==> config.mk <==
export PLATFORM = sky130hd
export DESIGN_NAME = pmr_dev_flat
export DESIGN_NICKNAME = d
export VERILOG_FILES = /design/src/logic/pmr_pkg.sv /design/src/logic/pmr_link_if.sv /design/src/logic/pmr_dev.sv /design/src/flat_wrapper.sv
export VERILOG_INCLUDE_DIRS = /design/src /design/src/logic
export SDC_FILE = /design/constraint.sdc
export NUM_CORES = 2
export LEC_CHECK = 0
export BUFFER_PORTS_ARGS = -buffer_cell sky130_fd_sc_hd__buf_2
export CAP_MARGIN = 10
export CORE_ASPECT_RATIO = 1.2
export CORE_MARGIN = 3
export CORE_UTILIZATION = 45
export CTS_CLUSTER_SIZE = 12
export DETAILED_ROUTE_END_ITERATION = 16
export PLACE_DENSITY_LB_ADDON = 0.25
export SYNTH_ARGS = -nofsm -noshare
export SYNTH_HDL_FRONTEND = slang
export SYNTH_SLANG_ARGS = --single-unit
==> constraint.sdc <==
create_clock -name clk_i -period 3.1 [get_ports clk_i]
set_clock_uncertainty 0.1 [all_clocks]
set_input_delay 0.31 -clock clk_i [delete_from_list [all_inputs] [get_ports clk_i]]
set_output_delay 0.31 -clock clk_i [all_outputs]
set_load 0.01 [all_outputs]
==> src/logic/pmr_defs.svh <==
// pmr_defs.svh: offsets, field positions, frame sizes and the revision value
// assumes inclusion by both link ends and by the bench
`ifndef PMR_DEFS_SVH
`define PMR_DEFS_SVH
// device word store: frame word index doubles as storage index
`define PMR_IX_STATE 6'd2
`define PMR_IX_PSR   6'd3
`define PMR_IX_CRP   6'd4
`define PMR_IX_SRP   6'd8
`define PMR_IX_CAL   6'd12
`define PMR_IX_VAL   6'd13
`define PMR_IX_SCC   6'd14
`define PMR_IX_BAD   6'd22
`define PMR_IX_BAC   6'd30
`define PMR_IX_TC    6'd38
`define PMR_IX_DRP   6'd40
`define PMR_IX_AC    6'd44
`define PMR_IX_CACHE_STATUS_REG  6'd45
`define PMR_WORDS    46
`define PMR_NUM_BP   8
`define PMR_BAC_EN   0
// frame sizes in bytes, low byte of the format word
`define PMR_SZ_IDLE  8'h24
`define PMR_SZ_MID   8'h2c
`define PMR_SZ_BP    8'h4c
// revision in the format word high byte, arbitrary value
`define PMR_REV      8'h5a
// host register map, byte addresses on wishbone
`define PMR_A_CTRL   9'h000
`define PMR_A_EXT    9'h004
`define PMR_A_EA     9'h008
`define PMR_BUF_BIT  8
`define PMR_BUF_WORDS 48
// host control and status bits
`define PMR_C_START  0
`define PMR_C_SUP    3
`define PMR_S_BUSY   0
`define PMR_S_TRAP   1
`define PMR_S_ILL    2
`define PMR_S_FEXC   3
`endif

==> src/logic/pmr_pkg.sv <==
// pmr_pkg.sv: types shared by both link ends
// assumes nothing beyond the compiler
package pmr_pkg;
   typedef enum logic [1:0] {PMR_OP_MOVE, PMR_OP_SAVE, PMR_OP_RESTORE} pmr_op_e;
   typedef enum logic [1:0] {PMR_RSP_GO, PMR_RSP_ILLEGAL, PMR_RSP_FORMAT, PMR_RSP_DONE} pmr_resp_e;
endpackage

==> src/logic/pmr_link_if.sv <==
// pmr_link_if.sv: command, operand and response link between host and unit
// assumes both ends run on one clock
`timescale 1ns/1ps
interface pmr_link_if;
   import pmr_pkg::*;
   logic        cmd_valid;
   pmr_op_e     cmd_op;
   logic [15:0] cmd_ext;
   logic [2:0]  ea_mode;
   logic [2:0]  ea_reg;
   logic        h2d_valid;
   logic [15:0] h2d_data;
   logic        resp_valid;
   pmr_resp_e   resp_code;
   logic [5:0]  resp_len;
   logic        d2h_valid;
   logic [15:0] d2h_data;
   modport dev  (input cmd_valid, cmd_op, cmd_ext, ea_mode, ea_reg, h2d_valid, h2d_data,
                 output resp_valid, resp_code, resp_len, d2h_valid, d2h_data);
   modport host (output cmd_valid, cmd_op, cmd_ext, ea_mode, ea_reg, h2d_valid, h2d_data,
                 input resp_valid, resp_code, resp_len, d2h_valid, d2h_data);
endinterface

==> src/logic/pmr_dev.sv <==
// pmr_dev.sv: unit end, register-move decode and state frame save/restore
// assumes the host end shares clk_i and always takes d2h words
//
// Implementation choices: the Wishbone interface to the registers and the address map.
`timescale 1ns/1ps
`include "pmr_defs.svh"
module pmr_dev
   import pmr_pkg::*;
(
   input  wire logic        clk_i,
   input  wire logic        rst_i,
   pmr_link_if.dev          lnk,
   input  wire logic [15:0] cache_status_i,
   output logic [31:0]      tc_o,
   output logic             bp_enabled_o,
   output logic [1:0]       pending_o
);
   typedef enum logic [1:0] {ST_IDLE, ST_IN, ST_OUT, ST_FMT} pmr_dst_e;

   logic [15:0] mem_reg [0:`PMR_WORDS-1];
   pmr_dst_e    st_reg;
   logic [5:0]  ptr_reg;
   logic [5:0]  last_reg;
   logic [7:0]  size_reg;
   logic        save_reg;
   logic        rest_reg;
   logic        byte_reg;
   logic        resp_valid_reg;
   pmr_resp_e   resp_code_reg;
   logic [5:0]  resp_len_reg;
   logic        d2h_valid_reg;
   logic [15:0] d2h_data_reg;
   logic        bp_en_reg;
   logic [2:0]  psel;
   logic [2:0]  mode;
   logic [2:0]  ereg;
   logic        dir;
   logic        regdir;
   logic        sel_ok;
   logic        is_root;
   logic        is_byte;
   logic        ea_in_ok;
   logic        ea_out_ok;
   logic        mv_ok;
   logic        rst_ea_ok;
   logic        bp_any;
   logic        fmt_ok;
   logic        fmt_null;
   logic        in_last;
   logic [5:0]  base;
   logic [5:0]  cnt;
   logic [5:0]  fmt_words;
   logic [7:0]  fsize;
   logic [7:0]  save_size;

   // command field split
   assign psel   = lnk.cmd_ext[12:10];
   assign dir    = lnk.cmd_ext[9];
   assign mode   = lnk.ea_mode;
   assign ereg   = lnk.ea_reg;
   assign regdir = (mode == 3'h0) || (mode == 3'h1);

   // register select decode: storage index, word count, width class
   always_comb begin
      base    = `PMR_IX_TC;
      cnt     = 6'd1;
      is_root = 1'b0;
      is_byte = 1'b0;
      sel_ok  = 1'b0;
      if (lnk.cmd_ext[15:13] == 3'h2) begin
         sel_ok = 1'b1;
         case (psel)
            3'h0: begin
               base = `PMR_IX_TC;
               cnt  = 6'd2;
            end
            3'h1: begin
               base    = `PMR_IX_DRP;
               cnt     = 6'd4;
               is_root = 1'b1;
            end
            3'h2: begin
               base    = `PMR_IX_SRP;
               cnt     = 6'd4;
               is_root = 1'b1;
            end
            3'h3: begin
               base    = `PMR_IX_CRP;
               cnt     = 6'd4;
               is_root = 1'b1;
            end
            3'h4: begin
               base    = `PMR_IX_CAL;
               is_byte = 1'b1;
            end
            3'h5: begin
               base    = `PMR_IX_VAL;
               is_byte = 1'b1;
            end
            3'h6: begin
               base    = `PMR_IX_SCC;
               is_byte = 1'b1;
            end
            default: begin
               base = `PMR_IX_AC;
            end
         endcase
      end else if (lnk.cmd_ext[15:13] == 3'h3) begin
         if (psel[2]) begin
            sel_ok = !psel[1];
            base   = (psel[0] ? `PMR_IX_BAC : `PMR_IX_BAD) + {3'h0, lnk.cmd_ext[4:2]};
         end else begin
            sel_ok = !psel[1] && (!psel[0] || dir);
            base   = psel[0] ? `PMR_IX_CACHE_STATUS_REG : `PMR_IX_PSR;
         end
      end
   end

   // addressing mode checks per direction and per command
   assign ea_in_ok  = (mode != 3'h7) || (ereg <= 3'h4);
   assign ea_out_ok = (mode != 3'h7) || (ereg <= 3'h1);
   assign mv_ok     = sel_ok && !(is_root && regdir) && (dir ? ea_out_ok : ea_in_ok);
   assign rst_ea_ok = (mode == 3'h2) || (mode == 3'h3) || (mode == 3'h5) || (mode == 3'h6) ||
                      ((mode == 3'h7) && (ereg <= 3'h3));

   // format word check and frame length in words
   assign fsize     = lnk.h2d_data[7:0];
   assign fmt_null  = (lnk.h2d_data == 16'h0000);
   assign fmt_ok    = fmt_null || ((lnk.h2d_data[15:8] == `PMR_REV) && ((fsize == `PMR_SZ_IDLE) ||
                      (fsize == `PMR_SZ_MID) || (fsize == `PMR_SZ_BP)));
   assign fmt_words = fmt_null ? 6'd2 : fsize[6:1];
   assign in_last   = (st_reg == ST_IN) && lnk.h2d_valid && (ptr_reg == last_reg);

   // any breakpoint enabled, and the save size it implies
   always_comb begin
      bp_any = 1'b0;
      for (int i = 0; i < `PMR_NUM_BP; i++) begin
         bp_any = bp_any | mem_reg[`PMR_IX_BAC + 6'(i)][`PMR_BAC_EN];
      end
   end
   assign save_size = bp_any ? `PMR_SZ_BP :
                      ((mem_reg[`PMR_IX_STATE][1:0] != 2'h0) ? `PMR_SZ_MID : `PMR_SZ_IDLE);

   // sequencer: command accept, operand streaming, responses
   always_ff @(posedge clk_i) begin
      if (rst_i) begin
         st_reg         <= ST_IDLE;
         ptr_reg        <= 6'd0;
         last_reg       <= 6'd0;
         size_reg       <= 8'h00;
         save_reg       <= 1'b0;
         rest_reg       <= 1'b0;
         byte_reg       <= 1'b0;
         resp_valid_reg <= 1'b0;
         resp_code_reg  <= PMR_RSP_GO;
         resp_len_reg   <= 6'd0;
         d2h_valid_reg  <= 1'b0;
         d2h_data_reg   <= 16'h0000;
      end else begin
         resp_valid_reg <= 1'b0;
         d2h_valid_reg  <= 1'b0;
         if (lnk.cmd_valid && (lnk.cmd_op == PMR_OP_RESTORE)) begin
            resp_valid_reg <= !rst_ea_ok;
            resp_code_reg  <= PMR_RSP_ILLEGAL;
            st_reg         <= rst_ea_ok ? ST_FMT : ST_IDLE;
         end else if (lnk.cmd_valid && (lnk.cmd_op == PMR_OP_SAVE)) begin
            st_reg         <= ST_OUT;
            save_reg       <= 1'b1;
            rest_reg       <= 1'b0;
            size_reg       <= save_size;
            ptr_reg        <= 6'd0;
            last_reg       <= save_size[6:1] - 6'd1;
            resp_valid_reg <= 1'b1;
            resp_code_reg  <= PMR_RSP_GO;
            resp_len_reg   <= save_size[6:1];
         end else begin
            case (st_reg)
               ST_IDLE: begin
                  if (lnk.cmd_valid && (lnk.cmd_op == PMR_OP_MOVE)) begin
                     resp_valid_reg <= 1'b1;
                     resp_code_reg  <= mv_ok ? PMR_RSP_GO : PMR_RSP_ILLEGAL;
                     resp_len_reg   <= cnt;
                     if (mv_ok) begin
                        st_reg   <= dir ? ST_OUT : ST_IN;
                        save_reg <= 1'b0;
                        rest_reg <= 1'b0;
                        byte_reg <= is_byte;
                        ptr_reg  <= base;
                        last_reg <= base + cnt - 6'd1;
                     end
                  end
               end
               ST_FMT: begin
                  if (lnk.h2d_valid) begin
                     resp_valid_reg <= 1'b1;
                     resp_code_reg  <= fmt_ok ? PMR_RSP_GO : PMR_RSP_FORMAT;
                     resp_len_reg   <= fmt_words - 6'd1;
                     st_reg         <= fmt_ok ? ST_IN : ST_IDLE;
                     rest_reg       <= 1'b1;
                     byte_reg       <= 1'b0;
                     size_reg       <= fsize;
                     ptr_reg        <= 6'd1;
                     last_reg       <= fmt_words - 6'd1;
                  end
               end
               ST_IN: begin
                  if (lnk.h2d_valid) begin
                     ptr_reg <= ptr_reg + 6'd1;
                     if (ptr_reg == last_reg) begin
                        st_reg         <= ST_IDLE;
                        resp_valid_reg <= 1'b1;
                        resp_code_reg  <= PMR_RSP_DONE;
                     end
                  end
               end
               ST_OUT: begin
                  d2h_valid_reg <= 1'b1;
                  if (save_reg && (ptr_reg == 6'd0)) begin
                     d2h_data_reg <= {`PMR_REV, size_reg};
                  end else if (save_reg && (ptr_reg == 6'd1)) begin
                     d2h_data_reg <= 16'h0000;
                  end else begin
                     d2h_data_reg <= mem_reg[ptr_reg];
                  end
                  ptr_reg <= ptr_reg + 6'd1;
                  if (ptr_reg == last_reg) begin
                     st_reg         <= ST_IDLE;
                     resp_valid_reg <= 1'b1;
                     resp_code_reg  <= PMR_RSP_DONE;
                  end
               end
               default: begin
                  st_reg <= ST_IDLE;
               end
            endcase
         end
      end
   end

   // word store: operand writes, restore fix-ups, cache status mirror
   always_ff @(posedge clk_i) begin
      if (rst_i) begin
         for (int i = 0; i < `PMR_WORDS; i++) begin
            mem_reg[i] <= 16'h0000;
         end
      end else begin
         if ((st_reg == ST_IN) && lnk.h2d_valid) begin
            mem_reg[ptr_reg] <= byte_reg ? {8'h00, lnk.h2d_data[7:0]} : lnk.h2d_data;
         end
         if ((st_reg == ST_FMT) && lnk.h2d_valid && fmt_ok && !fmt_null && (fsize != `PMR_SZ_BP)) begin
            for (int i = 0; i < `PMR_NUM_BP; i++) begin
               mem_reg[`PMR_IX_BAC + 6'(i)][`PMR_BAC_EN] <= 1'b0;
            end
         end
         if (in_last && rest_reg) begin
            if (size_reg == 8'h00) begin
               mem_reg[`PMR_IX_STATE] <= 16'h0000;
            end else if (size_reg != `PMR_SZ_BP) begin
               mem_reg[`PMR_IX_STATE][1] <= (size_reg == `PMR_SZ_MID);
            end
         end
         if ((st_reg == ST_OUT) && save_reg && (ptr_reg == last_reg)) begin
            mem_reg[`PMR_IX_STATE] <= 16'h0000;
         end
         mem_reg[`PMR_IX_CACHE_STATUS_REG] <= cache_status_i;
      end
   end

   // registered view of breakpoint enable
   always_ff @(posedge clk_i) begin
      if (rst_i) begin
         bp_en_reg <= 1'b0;
      end else begin
         bp_en_reg <= bp_any;
      end
   end

   // link and user outputs straight from flops
   assign lnk.resp_valid = resp_valid_reg;
   assign lnk.resp_code  = resp_code_reg;
   assign lnk.resp_len   = resp_len_reg;
   assign lnk.d2h_valid  = d2h_valid_reg;
   assign lnk.d2h_data   = d2h_data_reg;
   assign tc_o           = {mem_reg[`PMR_IX_TC], mem_reg[`PMR_IX_TC + 6'd1]};
   assign bp_enabled_o   = bp_en_reg;
   assign pending_o      = mem_reg[`PMR_IX_STATE][1:0];
endmodule

==> src/flat_wrapper.sv <==
// flat-port wrapper written by rule: the top's interface ports become plain ports
module pmr_dev_flat import pmr_pkg::*;
  (clk_i, rst_i, cache_status_i, tc_o, bp_enabled_o, pending_o, lnk_cmd_valid, lnk_cmd_op, lnk_cmd_ext, lnk_ea_mode, lnk_ea_reg, lnk_h2d_valid, lnk_h2d_data, lnk_resp_valid, lnk_resp_code, lnk_resp_len, lnk_d2h_valid, lnk_d2h_data);
  pmr_link_if lnk_i ();
  input  wire logic clk_i;
  input  wire logic rst_i;
  input  wire logic [15:0] cache_status_i;
  output logic [31:0] tc_o;
  output logic bp_enabled_o;
  output logic [1:0] pending_o;
  input wire logic [$bits(lnk_i.cmd_valid)-1:0] lnk_cmd_valid;
  input wire logic [$bits(lnk_i.cmd_op)-1:0] lnk_cmd_op;
  input wire logic [$bits(lnk_i.cmd_ext)-1:0] lnk_cmd_ext;
  input wire logic [$bits(lnk_i.ea_mode)-1:0] lnk_ea_mode;
  input wire logic [$bits(lnk_i.ea_reg)-1:0] lnk_ea_reg;
  input wire logic [$bits(lnk_i.h2d_valid)-1:0] lnk_h2d_valid;
  input wire logic [$bits(lnk_i.h2d_data)-1:0] lnk_h2d_data;
  output wire logic [$bits(lnk_i.resp_valid)-1:0] lnk_resp_valid;
  output wire logic [$bits(lnk_i.resp_code)-1:0] lnk_resp_code;
  output wire logic [$bits(lnk_i.resp_len)-1:0] lnk_resp_len;
  output wire logic [$bits(lnk_i.d2h_valid)-1:0] lnk_d2h_valid;
  output wire logic [$bits(lnk_i.d2h_data)-1:0] lnk_d2h_data;
  assign lnk_i.cmd_valid = lnk_cmd_valid;
  assign lnk_i.cmd_op = lnk_cmd_op;
  assign lnk_i.cmd_ext = lnk_cmd_ext;
  assign lnk_i.ea_mode = lnk_ea_mode;
  assign lnk_i.ea_reg = lnk_ea_reg;
  assign lnk_i.h2d_valid = lnk_h2d_valid;
  assign lnk_i.h2d_data = lnk_h2d_data;
  assign lnk_resp_valid = lnk_i.resp_valid;
  assign lnk_resp_code = lnk_i.resp_code;
  assign lnk_resp_len = lnk_i.resp_len;
  assign lnk_d2h_valid = lnk_i.d2h_valid;
  assign lnk_d2h_data = lnk_i.d2h_data;
  pmr_dev u_core (.clk_i(clk_i), .rst_i(rst_i), .lnk(lnk_i), .cache_status_i(cache_status_i), .tc_o(tc_o), .bp_enabled_o(bp_enabled_o), .pending_o(pending_o));
endmodule
; ---- After elaboration in Yosys (flattened, before gate mapping)
; Memory sizes are Yosys's and may differ from the RTL's. A register that Yosys moved wholly into a read port is not among the register bits.
; Index checks and enable logic that the tools add are counted.
[op_classes]
n_addsub = 6
mul = 0
div_mod_pow = 0
n_lt_le_gt_ge = 3
eq_ne = 44
n_shift = 0
muxes = 118
bitwise = 38
n_reduce_logical = 65
[op_table]
columns = cell, count
row1 = $mux W6, 20
row2 = $mux W16, 6
row3 = $mux W1, 60
row4 = $pmux W6 S7, 1
row5 = $mux W8, 4
row6 = $mux W2, 15
row7 = $eq A8 B6 Y1 const B, 3
row8 = $pmux W6 S2, 2
row9 = $pmux W6 S4, 1
row10 = $or A1 B1 Y1, 21
row11 = $logic_and A1 B1 Y1, 20
row12 = $eq A3 B2 Y1 const B, 6
row13 = $eq A3 B3 Y1 const B, 6
row14 = $eq A6 B6 Y1 const B, 3
row15 = $sub A6 B1 Y6 const B, 3
row16 = $eq A8 B7 Y1 const B, 2
row17 = $logic_not A16 Y1, 1
row18 = $ne A8 B7 Y1 const B, 2
row19 = $pmux W2 S4, 2
row20 = $reduce_or A16 Y1, 1
row21 = $mux W14, 1
row22 = $reduce_bool A2 Y1, 7
row23 = $reduce_and A3 Y1, 4
row24 = $reduce_and A4 Y1, 3
row25 = other kinds (35), 80
[word_totals]
regBits = 52
latchBits = 0
ramBits = 736
romBits = 0
in_bits = 60
n_memories = 1
[mem_list]
columns = memory, words, word_bits, read_ports, rd_ports_with_merged_regs, write_ports, line
row1 = u_core.mem_reg, 46, 16, 12, 1, 46, pmr_dev.sv:20  ; logic [15:0] mem_reg [0:`PMR_WORDS-1];

; ---- Longest topological paths before layout
[depth]
word_depth = 14
depth_mapped = 15

; ---- Least setup slack after synthesis
; Ideal clock, no wire load.
[synth_timing]
kind = input -> register
from = input port lnk_cmd_ext[13]
to = register u_core.last_reg[5]
setup_time_ns = 0.130
arrival_ns = 2.716
t_required_ns = 2.870
setup_slack_ns = 0.154
cell_stages = 15
path_buffers = 1
cell_sequence = clkbuf_1 > nand2b_1 > o2bb2ai_1 > a211oi_1 > ha_1 > inv_1 > ha_1 > inv_1 > fa_1 > inv_1 > a21o_1 > a21oi_1 > xor2_1 > a211oi_1 > o32ai_1
[synth_between]
elab_chain_len = 9
word_cells_on_any_way = 20
classes_between = add/sub: 2 / eq/ne: 3 / mux: 10 / reduce/logical: 5
[synth_rtl]
columns = item, line
row1 = start: declaration, flat_wrapper.sv:13  ; input wire logic [$bits(lnk_i.cmd_ext)-1:0] lnk_cmd_ext;
row2 = $eq A3 B2 Y1, pmr_dev.sv:108  ; end else if (lnk.cmd_ext[15:13] == 3'h3) begin
row3 = $mux W6, pmr_dev.sv:108
row4 = $mux W6, pmr_dev.sv:70  ; if (lnk.cmd_ext[15:13] == 3'h2) begin
row5 = $add A6 B6 Y6, pmr_dev.sv:189  ; last_reg <= base + cnt - 6'd1;
row6 = $sub A6 B1 Y6, pmr_dev.sv:189
row7 = $mux W6, pmr_dev.sv:183  ; if (mv_ok) begin
row8 = $mux W6, pmr_dev.sv:179  ; if (lnk.cmd_valid && (lnk.cmd_op == PMR_OP_MOVE)) begin
row9 = $pmux W6 S2, pmr_dev.sv:177  ; case (st_reg)
row10 = $mux W6, pmr_dev.sv:166  ; end else if (lnk.cmd_valid && (lnk.cmd_op == PMR_OP_SAVE)) begin
row11 = end signal: assignment, pmr_dev.sv:172  ; last_reg <= save_size[6:1] - 6'd1;
row12 = end signal: assignment, pmr_dev.sv:189
row13 = end signal: assignment, pmr_dev.sv:203  ; last_reg <= fmt_words - 6'd1;
row14 = end: declaration, pmr_dev.sv:23  ; logic [5:0] last_reg;
; Several ways; a longest one is shown, not always the timed one. The select of a mux whose other input is x is not followed.
; A chain may end at the register's enable or synchronous reset.

==> results.py <==
metrics = {
    "detailed_routing": {
        "drt_iter0_markers": 3957,
        "wl_per_cell_um": 29.3,
        "drc": 0,
        "ant_nets": 0,
        "dr.pass1.iters": 8,
        "met3_wirelength_um": 12700,
        "met2_length_um": 70000,
        "top_layer_used": "met4",
        "m1WireLength_um": 54600,
        "via_per_inst": 6.11,
        "drt-total-wl_um": 145000,
        "vias": 30200,
    },
    "placed_design": {
        "dp_hpwl_um": 97300,
        "gp_congestion": 0.983,
        "place_inst": 4742,
        "io_buffer_count": 114,
        "dpl_cell_area_sq_um": 51200,
    },
    "pwr": {
        "powerDensity_nw_per_um2": 594,
        "leakagePower_uw": 0.0200,
        "ir_drop_uv": 469,
    },
    "sta": {
        "drv_slew": 0,
        "final.min_clock_period_ns": 2.92,
        "holdWs_ns": 0.0441,
        "period_share": 0.943,
        "fmax_ghz": 0.342,
        "maxSlewHeadroom": 0.292,
        "rsz0062_at_grt": "no",
        "setup_viol": 0,
        "max_slew.worst_pin.slew_ns": 1.06,
        "hold_viol": 0,
    },
    "global_route": {
        "antenna_found_initial": 6,
        "grt_max_degree": 69,
        "grt_usage": 0.265,
        "grt_pass1_wl_um": 209000,
        "first_global_vias": 30100,
        "grt_overflow": 0,
    },
    "synthesis": {
        "synth.area.top_cells": "edfxtp_1 63%, mux4_2 11%, nor2_1 4.5%, dfxtp_1 3.8%, and3_1 2.7%",
        "synth.avg_cell_area_sq_um": 14.6,
        "synth-edff-count": 991,
        "yosysTopAreaCellShare": 0.626,
        "yosysSeqAreaShare": 0.664,
        "synthFlopType": "edfxtp_1",
        "yosys.cell_types.count": 78,
        "synth_fp_nets": 3327,
        "ys_ff_latch": 1082,
        "ys_warn_count": 0,
        "synth_area_sq_um": 47600,
        "syn_inst": 3249,
        "synthArstFlopShare": 0,
        "yosys.area.top_type": "edfxtp_1",
    },
    "layout": {
        "final_cells": 4945,
        "layout_common_cells": "991 x edfxtp_1, 555 x nor2_1, 267 x buf_4, 226 x mux4_2, 207 x and3_1",
        "layout-drive-gt1-share": 0.232,
        "largest_register_ffs": 1024,
        "design_area_sq_um": 54700,
        "final_common_cell": "edfxtp_1",
        "nNetsFinal": 3564,
        "syn_to_final_growth_pct": 15.0,
    },
    "critical_path": {
        "r2r_cells": 7,
        "crit_type": "flop to flop",
        "critPathArrivalTime_ns": 3.44,
        "path_max_fanout": 17,
        "required_ns": 3.61,
        "startpoint_type": "flop",
        "cp-end-kind": "flop",
    },
    "clocking": {
        "htree_levels": 3,
        "clock_sinks": 1082,
        "clockBufferDepth": 3,
        "cts_tree": "done",
        "cts.root.buffer_cell": "clkbuf_16",
        "clk_pin_slew_ns": 0.07,
        "cts_made_buffers": 107,
        "clk_latency_ns": 0.72,
    },
    "status": {
        "status": "finished, final reports clean",
    },
    "die": {
        "rows": 130,
        "core_sq_um": 105000,
        "die-height_um": 362,
        "dieArea_sq_um": 110000,
        "io_pins": 121,
        "die_w_um": 303,
        "start_util": 0.454,
    },
    "flow_run": {
        "drv_cap": 0,
    },
    "hold_path": {
        "hold_depth": 4,
        "hold_path.class": "input port to flop",
    },
}
[cell usage after synthesis, types with 25 or more instances]
cell type and n:
mux2i_1 118, and2_1 32, buf_2 34, and3_1 207
nor2_1 567, a21oi_1 61, clkbuf_1 228, mux4_2 226
inv_1 35, o21ai_0 45, nand2b_1 25, edfxtp_1 991
dfxtp_1 91, nand2_1 173
[per-stage QoR]
stage | worst slack (ns) | total power, uW | utilization | TNS, ns
detailed placement | -0.143 | 20400 | 0.489 | -0.628
CTS | 0.224 | 32600 | 0.522 | 0
global route | 0.0765 | 33400 | 0.522 | 0
global placement | -0.0518 | 20300 | 0.489 | -0.130
floorplan | 0.154 | 18700 | - | 0
finish | 0.176 | 32500 | 0.522 | 0
[metal layers]
layer	track usage	up-vias
li1	-	12800
met1	0.348	15500
met2	0.428	1651
met3	0.0461	316
met4	0.130	0
met5	0	-
[where the power goes]
| group | leakage (uW) | internal [uW] | total, uW | switching (uW) |
|---|---|---|---|---|
| sequential | 0.0106 | 16300 | 16500 | 219 |
| clock | 0.00156 | 6830 | 12300 | 5510 |
| combinational | 0.00790 | 1360 | 3660 | 2300 |
| total | 0.0200 | 24500 | 32500 | 8030 |
[critical path: stages (launching register included)]
cell and delay (ns):
dfxtp_4 0.62, buf_12 0.26, and2_1 0.57, buf_4 0.34
a22oi_1 0.17, a21oi_1 0.31, a2111oi_0 0.13, a211o_1 0.30
[area by class of cell]
| type | instances | area, sq um |
|---|---|---|
| fill | 8565 | 50100 |
| sequential | 1082 | 31600 |
| multi-input combinational | 1822 | 14500 |
| timing repair buffer | 434 | 3420 |
| clock buffer | 151 | 2900 |
| tap | 1386 | 1730 |
| clock inverter | 30 | 354 |
| inverter | 39 | 146 |
| antenna | 1 | 2.50 |
[final timing paths]
kind | start | end | slack [ns]
min | lnk_cmd_ext[10] | u_core.byte_reg | 0.04
min reg2reg | u_core.lnk.resp_len[3] | u_core.lnk.resp_len[3] | 0.38
max | flop | u_core.lnk.d2h_data[13] | 0.18
max reg2reg | flop | u_core.lnk.d2h_data[13] | 0.18
[repair_timing]
action,in CTS,in global routing
hold endpoints to repair,28,0
setup buffers,0,0
setup endpoints to repair,5,0
resized for setup,1,0
hold buffers,20,0
[cell families after synthesis]
logic type,after synthesis,share of synthesized area
AOI/OAI and AO/OA,299,0.0441
xor gates and xnor gates,17,0.00313
adders and majority gates,18,0.00489
DFF,1082,0.664
and+or+nand+nor,1119,0.109
muxes,369,0.142
buffers and inverters,345,0.0328
No activity file was read; power rests on OpenSTA's default activity.
